File: config.mk
export PLATFORM = sky130hd
export DESIGN_NAME = sofc_top
export DESIGN_NICKNAME = d
export VERILOG_FILES = /design/src/sofc_pkg.sv /design/src/sofc_startup.sv /design/src/sofc_lane.sv /design/src/sofc_top.sv
export VERILOG_INCLUDE_DIRS = /design/src
export SDC_FILE = /design/constraint.sdc
export NUM_CORES = 1
export LEC_CHECK = 0
export BUFFER_PORTS_ARGS = -buffer_cell sky130_fd_sc_hd__buf_2
export CAP_MARGIN = 20
export CORE_AREA = 2 2 197 199
export CTS_CLUSTER_SIZE = 14
export DETAILED_ROUTE_END_ITERATION = 8
export DIE_AREA = 0 0 199 201
export SETUP_SLACK_MARGIN = 0.3
export SYNTH_ARGS = -nofsm -noshare
export SYNTH_HDL_FRONTEND = slang
export SYNTH_SLANG_ARGS = --single-unit
File: constraint.sdc
create_clock -name clock -period 6.8 [get_ports clock]
set_input_delay 1.02 -clock clock [delete_from_list [all_inputs] [get_ports clock]]
set_output_delay 1.02 -clock clock [all_outputs]
set_load 0.01 [all_outputs]
File: src/sofc_defs.svh
// Offsets, field positions, reset values and timing counts of the serial output block.
// Included by bare name from the design modules, the checker and the bench (not the package or receiver model); holds macros only.
`ifndef SOFC_DEFS_SVH
`define SOFC_DEFS_SVH

// ****************************************************************
// Register offsets
// ****************************************************************
`define SOFC_ADDR_PHASE   8'h42
`define SOFC_ADDR_MODE    8'h46
`define SOFC_ADDR_WLEN    8'h53
`define SOFC_ADDR_TRIM    8'h55
`define SOFC_ADDR_RATE    8'h56
`define SOFC_ADDR_STATUS  8'h57

// ****************************************************************
// Field positions
// ****************************************************************
`define SOFC_PHASE_LSB    5
`define SOFC_BTC_BIT      2
`define SOFC_MSBF_BIT     3
`define SOFC_SDR_BIT      4
`define SOFC_FALL_BIT     13
`define SOFC_WLEN_LSB     0
`define SOFC_TRIM_LSB     0
`define SOFC_RATE_LSB     0
`define SOFC_ST_DONE_BIT  0
`define SOFC_ST_RUN_BIT   1
`define SOFC_ST_SDR_BIT   2
`define SOFC_ST_WIDE_BIT  3

// ****************************************************************
// Reset values and codes
// ****************************************************************
`define SOFC_PHASE_RST    2'h2
`define SOFC_WLEN_RST     2'h0
`define SOFC_WLEN_14      2'h2
`define SOFC_TRIM_RST     6'h20
`define SOFC_RATE_RST     2'h0
`define SOFC_LAST_BIT_12  4'hb
`define SOFC_LAST_BIT_14  4'hd
`define SOFC_FCLK_HIGH_12 4'h6
`define SOFC_FCLK_HIGH_14 4'h7

// ****************************************************************
// Timing: startup time and input rates, counts in sample clock edges
// ****************************************************************
`define SOFC_STARTUP_NS   15000
`define SOFC_RATE0_MHZ    65
`define SOFC_RATE1_MHZ    45
`define SOFC_RATE2_MHZ    30
`define SOFC_RATE3_MHZ    20
`define SOFC_START_CNT(mhz) ((`SOFC_STARTUP_NS * (mhz) + 999) / 1000)

`endif

File: src/sofc_pkg.sv
// Types shared by the serial output block.
// Assumes nothing beyond a SystemVerilog compiler.
`default_nettype none

package sofc_pkg;

  // ****************************************************************
  // Link state
  // ****************************************************************
  typedef enum logic [2:0] {
    SOFC_IDLE  = 3'b001,
    SOFC_START = 3'b010,
    SOFC_RUN   = 3'b100
  } sofc_state_e;

  typedef logic [12:0] sofc_conv_t;
  typedef logic [13:0] sofc_word_t;

endpackage : sofc_pkg

`default_nettype wire

File: src/sofc_startup.sv
// Startup counter: counts sample clock edges after power-up.
// Assumes a one-cycle edge pulse from a synchronised sample clock.
`default_nettype none
`include "sofc_defs.svh"

module sofc_startup
  import sofc_pkg::*;
(
  input  wire logic       clock,
  input  wire logic       resetn,
  input  wire logic       restart,
  input  wire logic       sample_edge,
  input  wire logic [1:0] rate_class,
  output logic            done
);

  logic [9:0] count;
  logic [9:0] limit;
  logic [9:0] limit0;
  logic [9:0] limit1;
  logic [9:0] limit2;
  logic [9:0] limit3;
  logic       reached;

  // Higher rate class codes select slower clocks and need fewer edges for the same fixed settling time
  assign limit0  = 10'(`SOFC_START_CNT(`SOFC_RATE0_MHZ));
  assign limit1  = 10'(`SOFC_START_CNT(`SOFC_RATE1_MHZ));
  assign limit2  = 10'(`SOFC_START_CNT(`SOFC_RATE2_MHZ));
  assign limit3  = 10'(`SOFC_START_CNT(`SOFC_RATE3_MHZ));
  assign limit   = (rate_class == 2'h0) ? limit0 :
                   (rate_class == 2'h1) ? limit1 :
                   (rate_class == 2'h2) ? limit2 : limit3;
  assign reached = (count >= limit);

  always_ff @(posedge clock or negedge resetn) begin
    if (!resetn) begin
      count <= 10'h000;
      done  <= 1'b0;
    end else if (restart) begin
      count <= 10'h000;
      done  <= 1'b0;
    end else begin
      if (sample_edge && !reached) begin
        count <= count + 10'h001;
      end
      done <= reached;
    end
  end

endmodule : sofc_startup

`default_nettype wire

File: src/sofc_lane.sv
// One serial data lane: shapes a conversion word and emits one bit per window.
// Assumes load, settings and bit index come from the frame engine on the same clock.
`default_nettype none
`include "sofc_defs.svh"

module sofc_lane
  import sofc_pkg::*;
(
  input  wire logic       clock,
  input  wire logic       resetn,
  input  wire logic       load,
  input  wire sofc_conv_t conv_word,
  input  wire logic       twos,
  input  wire logic       wide,
  input  wire logic       msb_first,
  input  wire logic       running,
  input  wire logic [3:0] bit_idx,
  output logic            serial_bit
);

  sofc_word_t word;
  sofc_conv_t coded;
  sofc_word_t shaped;
  logic [3:0] last;
  logic [3:0] pos;

  assign coded  = {conv_word[12] ^ twos, conv_word[11:0]};
  assign shaped = wide ? {coded, 1'b0}
                       : {2'b00, coded[12:1]};
  assign last   = wide ? `SOFC_LAST_BIT_14 : `SOFC_LAST_BIT_12;
  assign pos    = msb_first ? (last - bit_idx) : bit_idx;

  always_ff @(posedge clock or negedge resetn) begin
    if (!resetn) begin
      word       <= 14'h0000;
      serial_bit <= 1'b0;
    end else begin
      if (load) begin
        word <= shaped;
      end
      serial_bit <= running ? word[pos] : 1'b0;
    end
  end

endmodule : sofc_lane

`default_nettype wire

File: src/sofc_top.sv
// Serial output formatting and configuration for an eight lane converter link.
// Assumes conversion words on the same clock; sample clock and power down arrive as pins.
`default_nettype none
`include "sofc_defs.svh"

module sofc_top
  import sofc_pkg::*;
(
  input  wire logic         clock,
  input  wire logic         resetn,
  input  wire logic [7:0]   reg_addr,
  input  wire logic [15:0]  reg_wdata,
  input  wire logic         reg_write,
  input  wire logic         reg_read,
  output logic [15:0]       reg_rdata,
  input  wire logic         sample_clock_pin,
  input  wire logic         power_down_pin,
  input  wire logic [103:0] conv_data,
  input  wire logic         conv_valid,
  output logic              bit_clock_out,
  output logic              frame_clock_pos,
  output logic [7:0]        serial_data,
  output logic [5:0]        full_scale_trim,
  output logic              startup_done
);

  // ****************************************************************
  // Configuration registers
  // ****************************************************************
  logic [1:0]  bit_clock_phase;
  logic        twos_complement_select;
  logic        high_bit_leads;
  logic        single_edge_select;
  logic        falling_edge_center;
  logic [1:0]  serial_word_length;
  logic [1:0]  input_rate_class;

  logic        wr_phase;
  logic        wr_mode;
  logic        wr_wlen;
  logic        wr_trim;
  logic        wr_rate;

  assign wr_phase = reg_write && (reg_addr == `SOFC_ADDR_PHASE);
  assign wr_mode  = reg_write && (reg_addr == `SOFC_ADDR_MODE);
  assign wr_wlen  = reg_write && (reg_addr == `SOFC_ADDR_WLEN);
  assign wr_trim  = reg_write && (reg_addr == `SOFC_ADDR_TRIM);
  assign wr_rate  = reg_write && (reg_addr == `SOFC_ADDR_RATE);

  always_ff @(posedge clock or negedge resetn) begin
    if (!resetn) begin
      bit_clock_phase <= `SOFC_PHASE_RST;
    end else if (wr_phase) begin
      bit_clock_phase <= reg_wdata[`SOFC_PHASE_LSB +: 2];
    end
  end

  always_ff @(posedge clock or negedge resetn) begin
    if (!resetn) begin
      twos_complement_select <= 1'b0;
      high_bit_leads         <= 1'b0;
      single_edge_select     <= 1'b0;
      falling_edge_center    <= 1'b0;
    end else if (wr_mode) begin
      twos_complement_select <= reg_wdata[`SOFC_BTC_BIT];
      high_bit_leads         <= reg_wdata[`SOFC_MSBF_BIT];
      single_edge_select     <= reg_wdata[`SOFC_SDR_BIT];
      falling_edge_center    <= reg_wdata[`SOFC_FALL_BIT];
    end
  end

  always_ff @(posedge clock or negedge resetn) begin
    if (!resetn) begin
      serial_word_length <= `SOFC_WLEN_RST;
      full_scale_trim    <= `SOFC_TRIM_RST;
      input_rate_class   <= `SOFC_RATE_RST;
    end else begin
      if (wr_wlen) begin
        serial_word_length <= reg_wdata[`SOFC_WLEN_LSB +: 2];
      end
      if (wr_trim) begin
        full_scale_trim <= reg_wdata[`SOFC_TRIM_LSB +: 6];
      end
      if (wr_rate) begin
        input_rate_class <= reg_wdata[`SOFC_RATE_LSB +: 2];
      end
    end
  end

  // ****************************************************************
  // Pin synchronisers
  // ****************************************************************
  logic sclk_meta;
  logic sclk_sync;
  logic sclk_prev;
  logic pd_meta;
  logic pd_sync;
  logic sample_edge;

  always_ff @(posedge clock or negedge resetn) begin
    if (!resetn) begin
      sclk_meta <= 1'b0;
      sclk_sync <= 1'b0;
      sclk_prev <= 1'b0;
      pd_meta   <= 1'b1;
      pd_sync   <= 1'b1;
    end else begin
      sclk_meta <= sample_clock_pin;
      sclk_sync <= sclk_meta;
      sclk_prev <= sclk_sync;
      pd_meta   <= power_down_pin;
      pd_sync   <= pd_meta;
    end
  end

  assign sample_edge = sclk_sync && !sclk_prev;

  // ****************************************************************
  // Power state and startup
  // ****************************************************************
  sofc_state_e state;
  sofc_state_e next_state;
  logic        start_done;
  logic        running;

  sofc_startup u_startup (
    .clock       (clock),
    .resetn      (resetn),
    .restart     (state == SOFC_IDLE),
    .sample_edge (sample_edge),
    .rate_class  (input_rate_class),
    .done        (start_done)
  );

  always_comb begin
    next_state = state;
    case (state)
      SOFC_IDLE: begin
        if (!pd_sync) begin
          next_state = SOFC_START;
        end
      end
      SOFC_START: begin
        if (pd_sync) begin
          next_state = SOFC_IDLE;
        end else if (start_done) begin
          next_state = SOFC_RUN;
        end
      end
      SOFC_RUN: begin
        if (pd_sync) begin
          next_state = SOFC_IDLE;
        end
      end
      default: begin
        next_state = SOFC_IDLE;
      end
    endcase
  end

  always_ff @(posedge clock or negedge resetn) begin
    if (!resetn) begin
      state <= SOFC_IDLE;
    end else begin
      state <= next_state;
    end
  end

  assign running = (state == SOFC_RUN);

  // ****************************************************************
  // Frame engine
  // ****************************************************************
  // Each bit window is two clocks; double-edge bit clock spans two windows
  logic       half;
  logic [3:0] bit_idx;
  logic [3:0] last_bit;
  logic       frame_end;
  logic       frame_load;

  // Settings seen by the lanes and the clock outputs, frozen for a whole frame
  logic [1:0] frame_phase;
  logic       frame_twos;
  logic       frame_msbf;
  logic       frame_sdr;
  logic       frame_fall;
  logic       frame_wide;
  logic       cfg_wide;

  assign cfg_wide   = serial_word_length[1];
  assign last_bit   = frame_wide ? `SOFC_LAST_BIT_14 : `SOFC_LAST_BIT_12;
  assign frame_end  = running && half && (bit_idx == last_bit);
  assign frame_load = !running || frame_end;

  always_ff @(posedge clock or negedge resetn) begin
    if (!resetn) begin
      half    <= 1'b0;
      bit_idx <= 4'h0;
    end else if (!running) begin
      half    <= 1'b0;
      bit_idx <= 4'h0;
    end else begin
      half <= !half;
      if (half) begin
        bit_idx <= frame_end ? 4'h0 : bit_idx + 4'h1;
      end
    end
  end

  always_ff @(posedge clock or negedge resetn) begin
    if (!resetn) begin
      frame_phase <= `SOFC_PHASE_RST;
      frame_twos  <= 1'b0;
      frame_msbf  <= 1'b0;
      frame_sdr   <= 1'b0;
      frame_fall  <= 1'b0;
      frame_wide  <= 1'b0;
    end else if (frame_load) begin
      frame_phase <= bit_clock_phase;
      frame_twos  <= twos_complement_select;
      frame_msbf  <= high_bit_leads;
      frame_sdr   <= single_edge_select;
      frame_fall  <= falling_edge_center;
      frame_wide  <= cfg_wide;
    end
  end

  // ****************************************************************
  // Bit clock and frame clock
  // ****************************************************************
  logic [1:0] ddr_phase;
  logic       ddr_clk;
  logic       sdr_clk;
  logic       next_bit_clock;
  logic [3:0] fclk_high;
  logic       next_frame_clock;

  // Code 10 lines the edges up with the middle of each window
  assign ddr_phase        = {bit_idx[0], half} + frame_phase + 2'h3;
  assign ddr_clk          = ddr_phase[1];
  assign sdr_clk          = half ^ frame_fall;
  assign next_bit_clock   = running && (frame_sdr ? sdr_clk : ddr_clk);
  assign fclk_high        = frame_wide ? `SOFC_FCLK_HIGH_14 : `SOFC_FCLK_HIGH_12;
  assign next_frame_clock = running && (bit_idx < fclk_high);

  always_ff @(posedge clock or negedge resetn) begin
    if (!resetn) begin
      bit_clock_out   <= 1'b0;
      frame_clock_pos <= 1'b0;
      startup_done    <= 1'b0;
    end else begin
      bit_clock_out   <= next_bit_clock;
      frame_clock_pos <= next_frame_clock;
      startup_done    <= start_done;
    end
  end

  // ****************************************************************
  // Sample holding and lanes
  // ****************************************************************
  // Latest conversion set; a frame takes whatever stands at its start
  logic [103:0] conv_hold;

  always_ff @(posedge clock or negedge resetn) begin
    if (!resetn) begin
      conv_hold <= 104'h0;
    end else if (conv_valid) begin
      conv_hold <= conv_data;
    end
  end

  for (genvar lane = 0; lane < 8; lane++) begin : g_lane
    sofc_lane u_lane (
      .clock      (clock),
      .resetn     (resetn),
      .load       (frame_load),
      .conv_word  (conv_hold[lane*13 +: 13]),
      .twos       (frame_twos),
      .wide       (frame_wide),
      .msb_first  (frame_msbf),
      .running    (running),
      .bit_idx    (bit_idx),
      .serial_bit (serial_data[lane])
    );
  end

  // ****************************************************************
  // Register read back
  // ****************************************************************
  logic [15:0] rd_phase;
  logic [15:0] rd_mode;
  logic [15:0] rd_wlen;
  logic [15:0] rd_trim;
  logic [15:0] rd_rate;
  logic [15:0] rd_status;
  logic [15:0] rd_mux;

  assign rd_phase  = 16'(bit_clock_phase) << `SOFC_PHASE_LSB;
  assign rd_mode   = (16'(twos_complement_select) << `SOFC_BTC_BIT)
                   | (16'(high_bit_leads) << `SOFC_MSBF_BIT)
                   | (16'(single_edge_select) << `SOFC_SDR_BIT)
                   | (16'(falling_edge_center) << `SOFC_FALL_BIT);
  assign rd_wlen   = 16'(serial_word_length) << `SOFC_WLEN_LSB;
  assign rd_trim   = 16'(full_scale_trim) << `SOFC_TRIM_LSB;
  assign rd_rate   = 16'(input_rate_class) << `SOFC_RATE_LSB;
  assign rd_status = (16'(start_done) << `SOFC_ST_DONE_BIT)
                   | (16'(running) << `SOFC_ST_RUN_BIT)
                   | (16'(frame_sdr) << `SOFC_ST_SDR_BIT)
                   | (16'(frame_wide) << `SOFC_ST_WIDE_BIT);
  assign rd_mux    = (reg_addr == `SOFC_ADDR_PHASE)  ? rd_phase  :
                     (reg_addr == `SOFC_ADDR_MODE)   ? rd_mode   :
                     (reg_addr == `SOFC_ADDR_WLEN)   ? rd_wlen   :
                     (reg_addr == `SOFC_ADDR_TRIM)   ? rd_trim   :
                     (reg_addr == `SOFC_ADDR_RATE)   ? rd_rate   :
                     (reg_addr == `SOFC_ADDR_STATUS) ? rd_status : 16'h0000;

  // Data valid only in the cycle after the strobe
  always_ff @(posedge clock or negedge resetn) begin
    if (!resetn) begin
      reg_rdata <= 16'h0000;
    end else begin
      reg_rdata <= reg_read ? rd_mux : 16'h0000;
    end
  end

endmodule : sofc_top

`default_nettype wire

==> results list <==
- Met3 WL post-DR: 1.454 mm
- Status: complete, no violations
* Reg-to-reg startpoint: frame_wide
- In this run the most critical hold path is launched from sclk_meta.
* Synthesized area per cell: 11.68 um^2
- Setup_tns: 0 ps
- In the global route stage, overall resource usage came out at 15.09%.
- First-pass GRT wire length: 47.88 mm
* Antenna-violating nets left: 0
- Entering global routing, the biggest net connects 187 pins.
- The total overflow left after global routing is 0.
- The worst setup path is captured at a flop.
- Walking the worst path, the cells encountered are ha_1, inv_1, fa_1, inv_1, a31oi_1, buf_4, a21oi_1, nor3_1, nor3_2.
- Vias after detailed routing: 8607
* Worst vdd rail ir drop: 0.1982 mV
- The min-delay analysis places its worst path in the category flop to flop.
- The post-route netlist has 28.47% of its cells at a drive strength greater than 1.
- Detailed placement finished with a half-perimeter wire length of 19.10 mm.
- Cell type of the slowest stage on the worst timing path: sky130_fd_sc_hd__dfrtp_4
- Worst path depth: 9
* Clock Pin Slew Worst Setup and Hold Paths: 60 ps
- TritonCTS clock tree: yes
* Worst-margin pin slew: 1009 ps
- Minimum clock period after layout: 3299 ps
- Among all flip-flop cells after synthesis, the most frequent one is sky130_fd_sc_hd__dfrtp_1.
- Cell at the root of the clock tree: sky130_fd_sc_hd__clkbuf_16
- The worst setup path is launched from a flop.
* Setup repair after global routing missed its margin: false
- Synthesis-stage register bit count: 282
- Hold Path Depth: 0
- Die Ht: 201 um
* Worst slew margin: 32.74%
- Starting utilization of the core area: 34.23%
* Peak per-stage delay on the critical path: 990 ps
- Data on the critical path is required at its endpoint by 7250 ps.
- At the end of routability-driven placement, the weighted congestion stood at 0.8119.
- The final number of max-transition violations came to 0.
* Initial DRC count: 368
- Final clock skew: 16.27 ps
* Number of antenna cells inserted: 0
- For this run, the top clock speed supported by timing is 303.1 MHz.
- The routed design uses 13.25 mm of met2 wire.
* Distinct cell type count of the synthesized netlist: 60
- Routed vias/inst: 4.838
- Synthesized area: 13040 um^2
- Number of buffers and inverters on the critical path: 3
- Measured along the x axis, the die boundary spans 199 um.
- Counting tap cells, the placed design contains a total of 1725 instances.
- For the worst setup path, the data arrival time is 3750 ps.
- In this run the number of H-tree levels came out at 1.
- On the critical path the largest part of the delay comes from flip-flops.
* Static leakage power: 6.491 nW
- Final worst path period share: 48.52%
* Kind of critical path: flop to flop
* Top fanout value on the critical path: 55
- Core region area: 38110 um^2
- The number of hold violations in the final report is 0.
* Count of final setup violators: 0
* Post-detailed-route DRC marker count: 0
- Most Frequent Cell on Critical Path: sky130_fd_sc_hd__inv_1
- After clock tree synthesis, the flow added hold-fix buffers numbering 0.
- Warnings from Yosys: 0
- Most frequently used cell type in the post-synthesis netlist: sky130_fd_sc_hd__dfrtp_1
- Cell type with the largest total area after synthesis: sky130_fd_sc_hd__dfrtp_1
- Sequential share of the synthesized area: 54.16%
* Number of global-route vias before repair: 8817
* Detailed-route wire length per cell: 16.56 um
- At the end of the flow, the number of nets in the layout was 1395.
- The number of antenna violations at the first check in global routing was 0.
* Number of instances in the synthesized netlist: 1117
- Number of detailed-route iterations in the first pass: 5
- For the worst-skew pair, the clock arrives at the later sink with an insertion delay of 580 ps.
* Cell types occupying the most area after synthesis: sky130_fd_sc_hd__dfrtp_1 (53%), sky130_fd_sc_hd__mux2_2 (9.8%), sky130_fd_sc_hd__mux2i_1 (8.2%)
- In this run the tool buffered the top-level ports with 151 buffer cells.
- Design area: 15150 um^2
* Max clock buf depth: 3
- The die covers 40000 um^2.
* Floorplan row count: 72
* Placed Area: 14210 um^2
- The synthesized design devotes to its leading area cell type 52.95% of total area.
- In the final routing, the length of wire on met1 measures 13.86 mm.
- Relative to the synthesized area, the layout overhead comes to 16.12%.
* Final Instance Count excl. Fillers: 1779
- In this run, synthesis inferred 0 flip-flops with an integrated enable.
* Timing startpoint of the critical path: frame_wide
- Count of maximum capacitance violations: 0
* Fraction of registers with async set/reset: 100.0%
- Power per cell area: 256.0 nW/um^2
- After synthesis, the most frequently instantiated cells are sky130_fd_sc_hd__dfrtp_1 (276), sky130_fd_sc_hd__nand2_1 (181), sky130_fd_sc_hd__mux2_2 (114).
- Post-CTS Setup Repair Bufs: 0
* Number of I/O pins: 168
- TritonCTS buffer count: 31
- Wires add up to 29.46 mm.
* Highest metal used: met4
- FF-to-FF path depth: 9
- Number of gates resized after cts: 0
- Clock tree synthesis found a total of 282 sinks.
cells in the final DEF (no fill, tap or decap), types with 2 or more instances in the layout:
master                      Yosys  layout
sky130_fd_sc_hd__a21oi_1       25      25
sky130_fd_sc_hd__a22o_1         2       2
sky130_fd_sc_hd__a22oi_1        2       2
sky130_fd_sc_hd__and3_1         8       8
sky130_fd_sc_hd__buf_2         23     149
sky130_fd_sc_hd__buf_4         17      13
sky130_fd_sc_hd__clkbuf_1      31       9
sky130_fd_sc_hd__clkbuf_16      0      31
sky130_fd_sc_hd__clkbuf_8       0       6
sky130_fd_sc_hd__clkinv_2       0       6
sky130_fd_sc_hd__conb_1         1       8
sky130_fd_sc_hd__dfrtp_1      276     275
sky130_fd_sc_hd__dfstp_2        6       6
sky130_fd_sc_hd__ha_1          19      19
sky130_fd_sc_hd__inv_1          9       9
sky130_fd_sc_hd__mux2_1         8       8
sky130_fd_sc_hd__mux2_2       114     114
sky130_fd_sc_hd__mux2i_1      107     107
sky130_fd_sc_hd__mux4_1         4       4
sky130_fd_sc_hd__mux4_2        12      12
sky130_fd_sc_hd__nand2_1      181     181
sky130_fd_sc_hd__nand2b_1       4       4
sky130_fd_sc_hd__nand3_1       23      23
sky130_fd_sc_hd__nand3b_1       8       8
sky130_fd_sc_hd__nand4_1        2       2
sky130_fd_sc_hd__nor2_1        36      36
sky130_fd_sc_hd__nor2b_1        6       6
sky130_fd_sc_hd__nor3_1        21      21
sky130_fd_sc_hd__nor3_2         6       6
sky130_fd_sc_hd__nor3b_1        3       3
sky130_fd_sc_hd__o21ai_0       80      80
sky130_fd_sc_hd__o21ai_1        5       5
sky130_fd_sc_hd__o22ai_1       16      16
sky130_fd_sc_hd__o32a_1         2       2
sky130_fd_sc_hd__or2_2          2       2
sky130_fd_sc_hd__or3_1          2       2
sky130_fd_sc_hd__xnor2_1       14      14
sky130_fd_sc_hd__xor2_1         9       9
where the power goes:
group | total [mW] | switching [mW] | internal (mW)
logic | 0.383 | 0.184 | 0.199
registers | 1.93 | 0.111 | 1.82
clock network | 1.56 | 0.666 | 0.897
flip-flops by register name, summed over array words and instances (netlist names), 2 cells and up:
| register | cells |
|---|---|
| conv_hold | 104 |
| bit_clock_phase | 2 |
| g_lane.u_lane.serial_bit | 8 |
| full_scale_trim | 6 |
| bit_idx | 4 |
| g_lane.u_lane.word | 112 |
| input_rate_class | 2 |
| state | 3 |
| u_startup.count | 10 |
| serial_word_length | 2 |
| frame_phase | 2 |
| reg_rdata | 8 |
kinds of logic after synthesis:
| group | share of synthesized area (%) |
|---|---|
| other | 0.02875 |
| AND/OR/NAND/NOR | 10.70 |
| flip-flops | 54.16 |
| buffers and inverters | 3.444 |
| AO/OA/AOI/OAI | 6.216 |
| multiplexers | 21.73 |
| XOR/XNOR | 1.755 |
| adder cells (fa/ha/maj) | 1.976 |
final cells by class:
type	instances	area, um^2
Fill cell	3695	22960
Sequential cell	282	7068
Multi-Input combinational cell	752	5580
Clock buffer	46	892.1
Timing Repair Buffer	164	878.3
Tap cell	518	648.1
Clock inverter	8	46.29
Inverter	9	33.78
per-stage QoR:
| step | setup slack, ps | util, % | total power, mW | hold WS [ps] |
|---|---|---|---|---|
| floorplan | 4280 | - | 2.188 | 331.2 |
| global placement | 3493 | 37.29 | 2.339 | 338.0 |
| detailed placement | 3414 | 37.29 | 2.355 | 337.3 |
| CTS | 3389 | 39.75 | 3.948 | 350.8 |
| global route | 3262 | 39.75 | 4.073 | 364.9 |
| finish | 3501 | 39.75 | 3.878 | 348.3 |
worst paths after layout:
kind | endpoint | slack [ps]
hold reg to reg | sclk_sync | 350
setup / recovery | g_lane[1].u_lane.serial_bit | 3500
hold / removal | sclk_sync | 350
min in group asynchronous | g_lane[0].u_lane.serial_bit | 540
setup reg to reg | g_lane[1].u_lane.serial_bit | 3500
max in group asynchronous | u_startup.count[9] | 4740
routing by layer:
metal	up-vias	global-route usage [%]
li1	4159	-
met1	4186	21.10
met2	201	23.96
met3	61	2.587
met4	0	4.584
met5	-	0
Power figures use the tool's default switching activity.
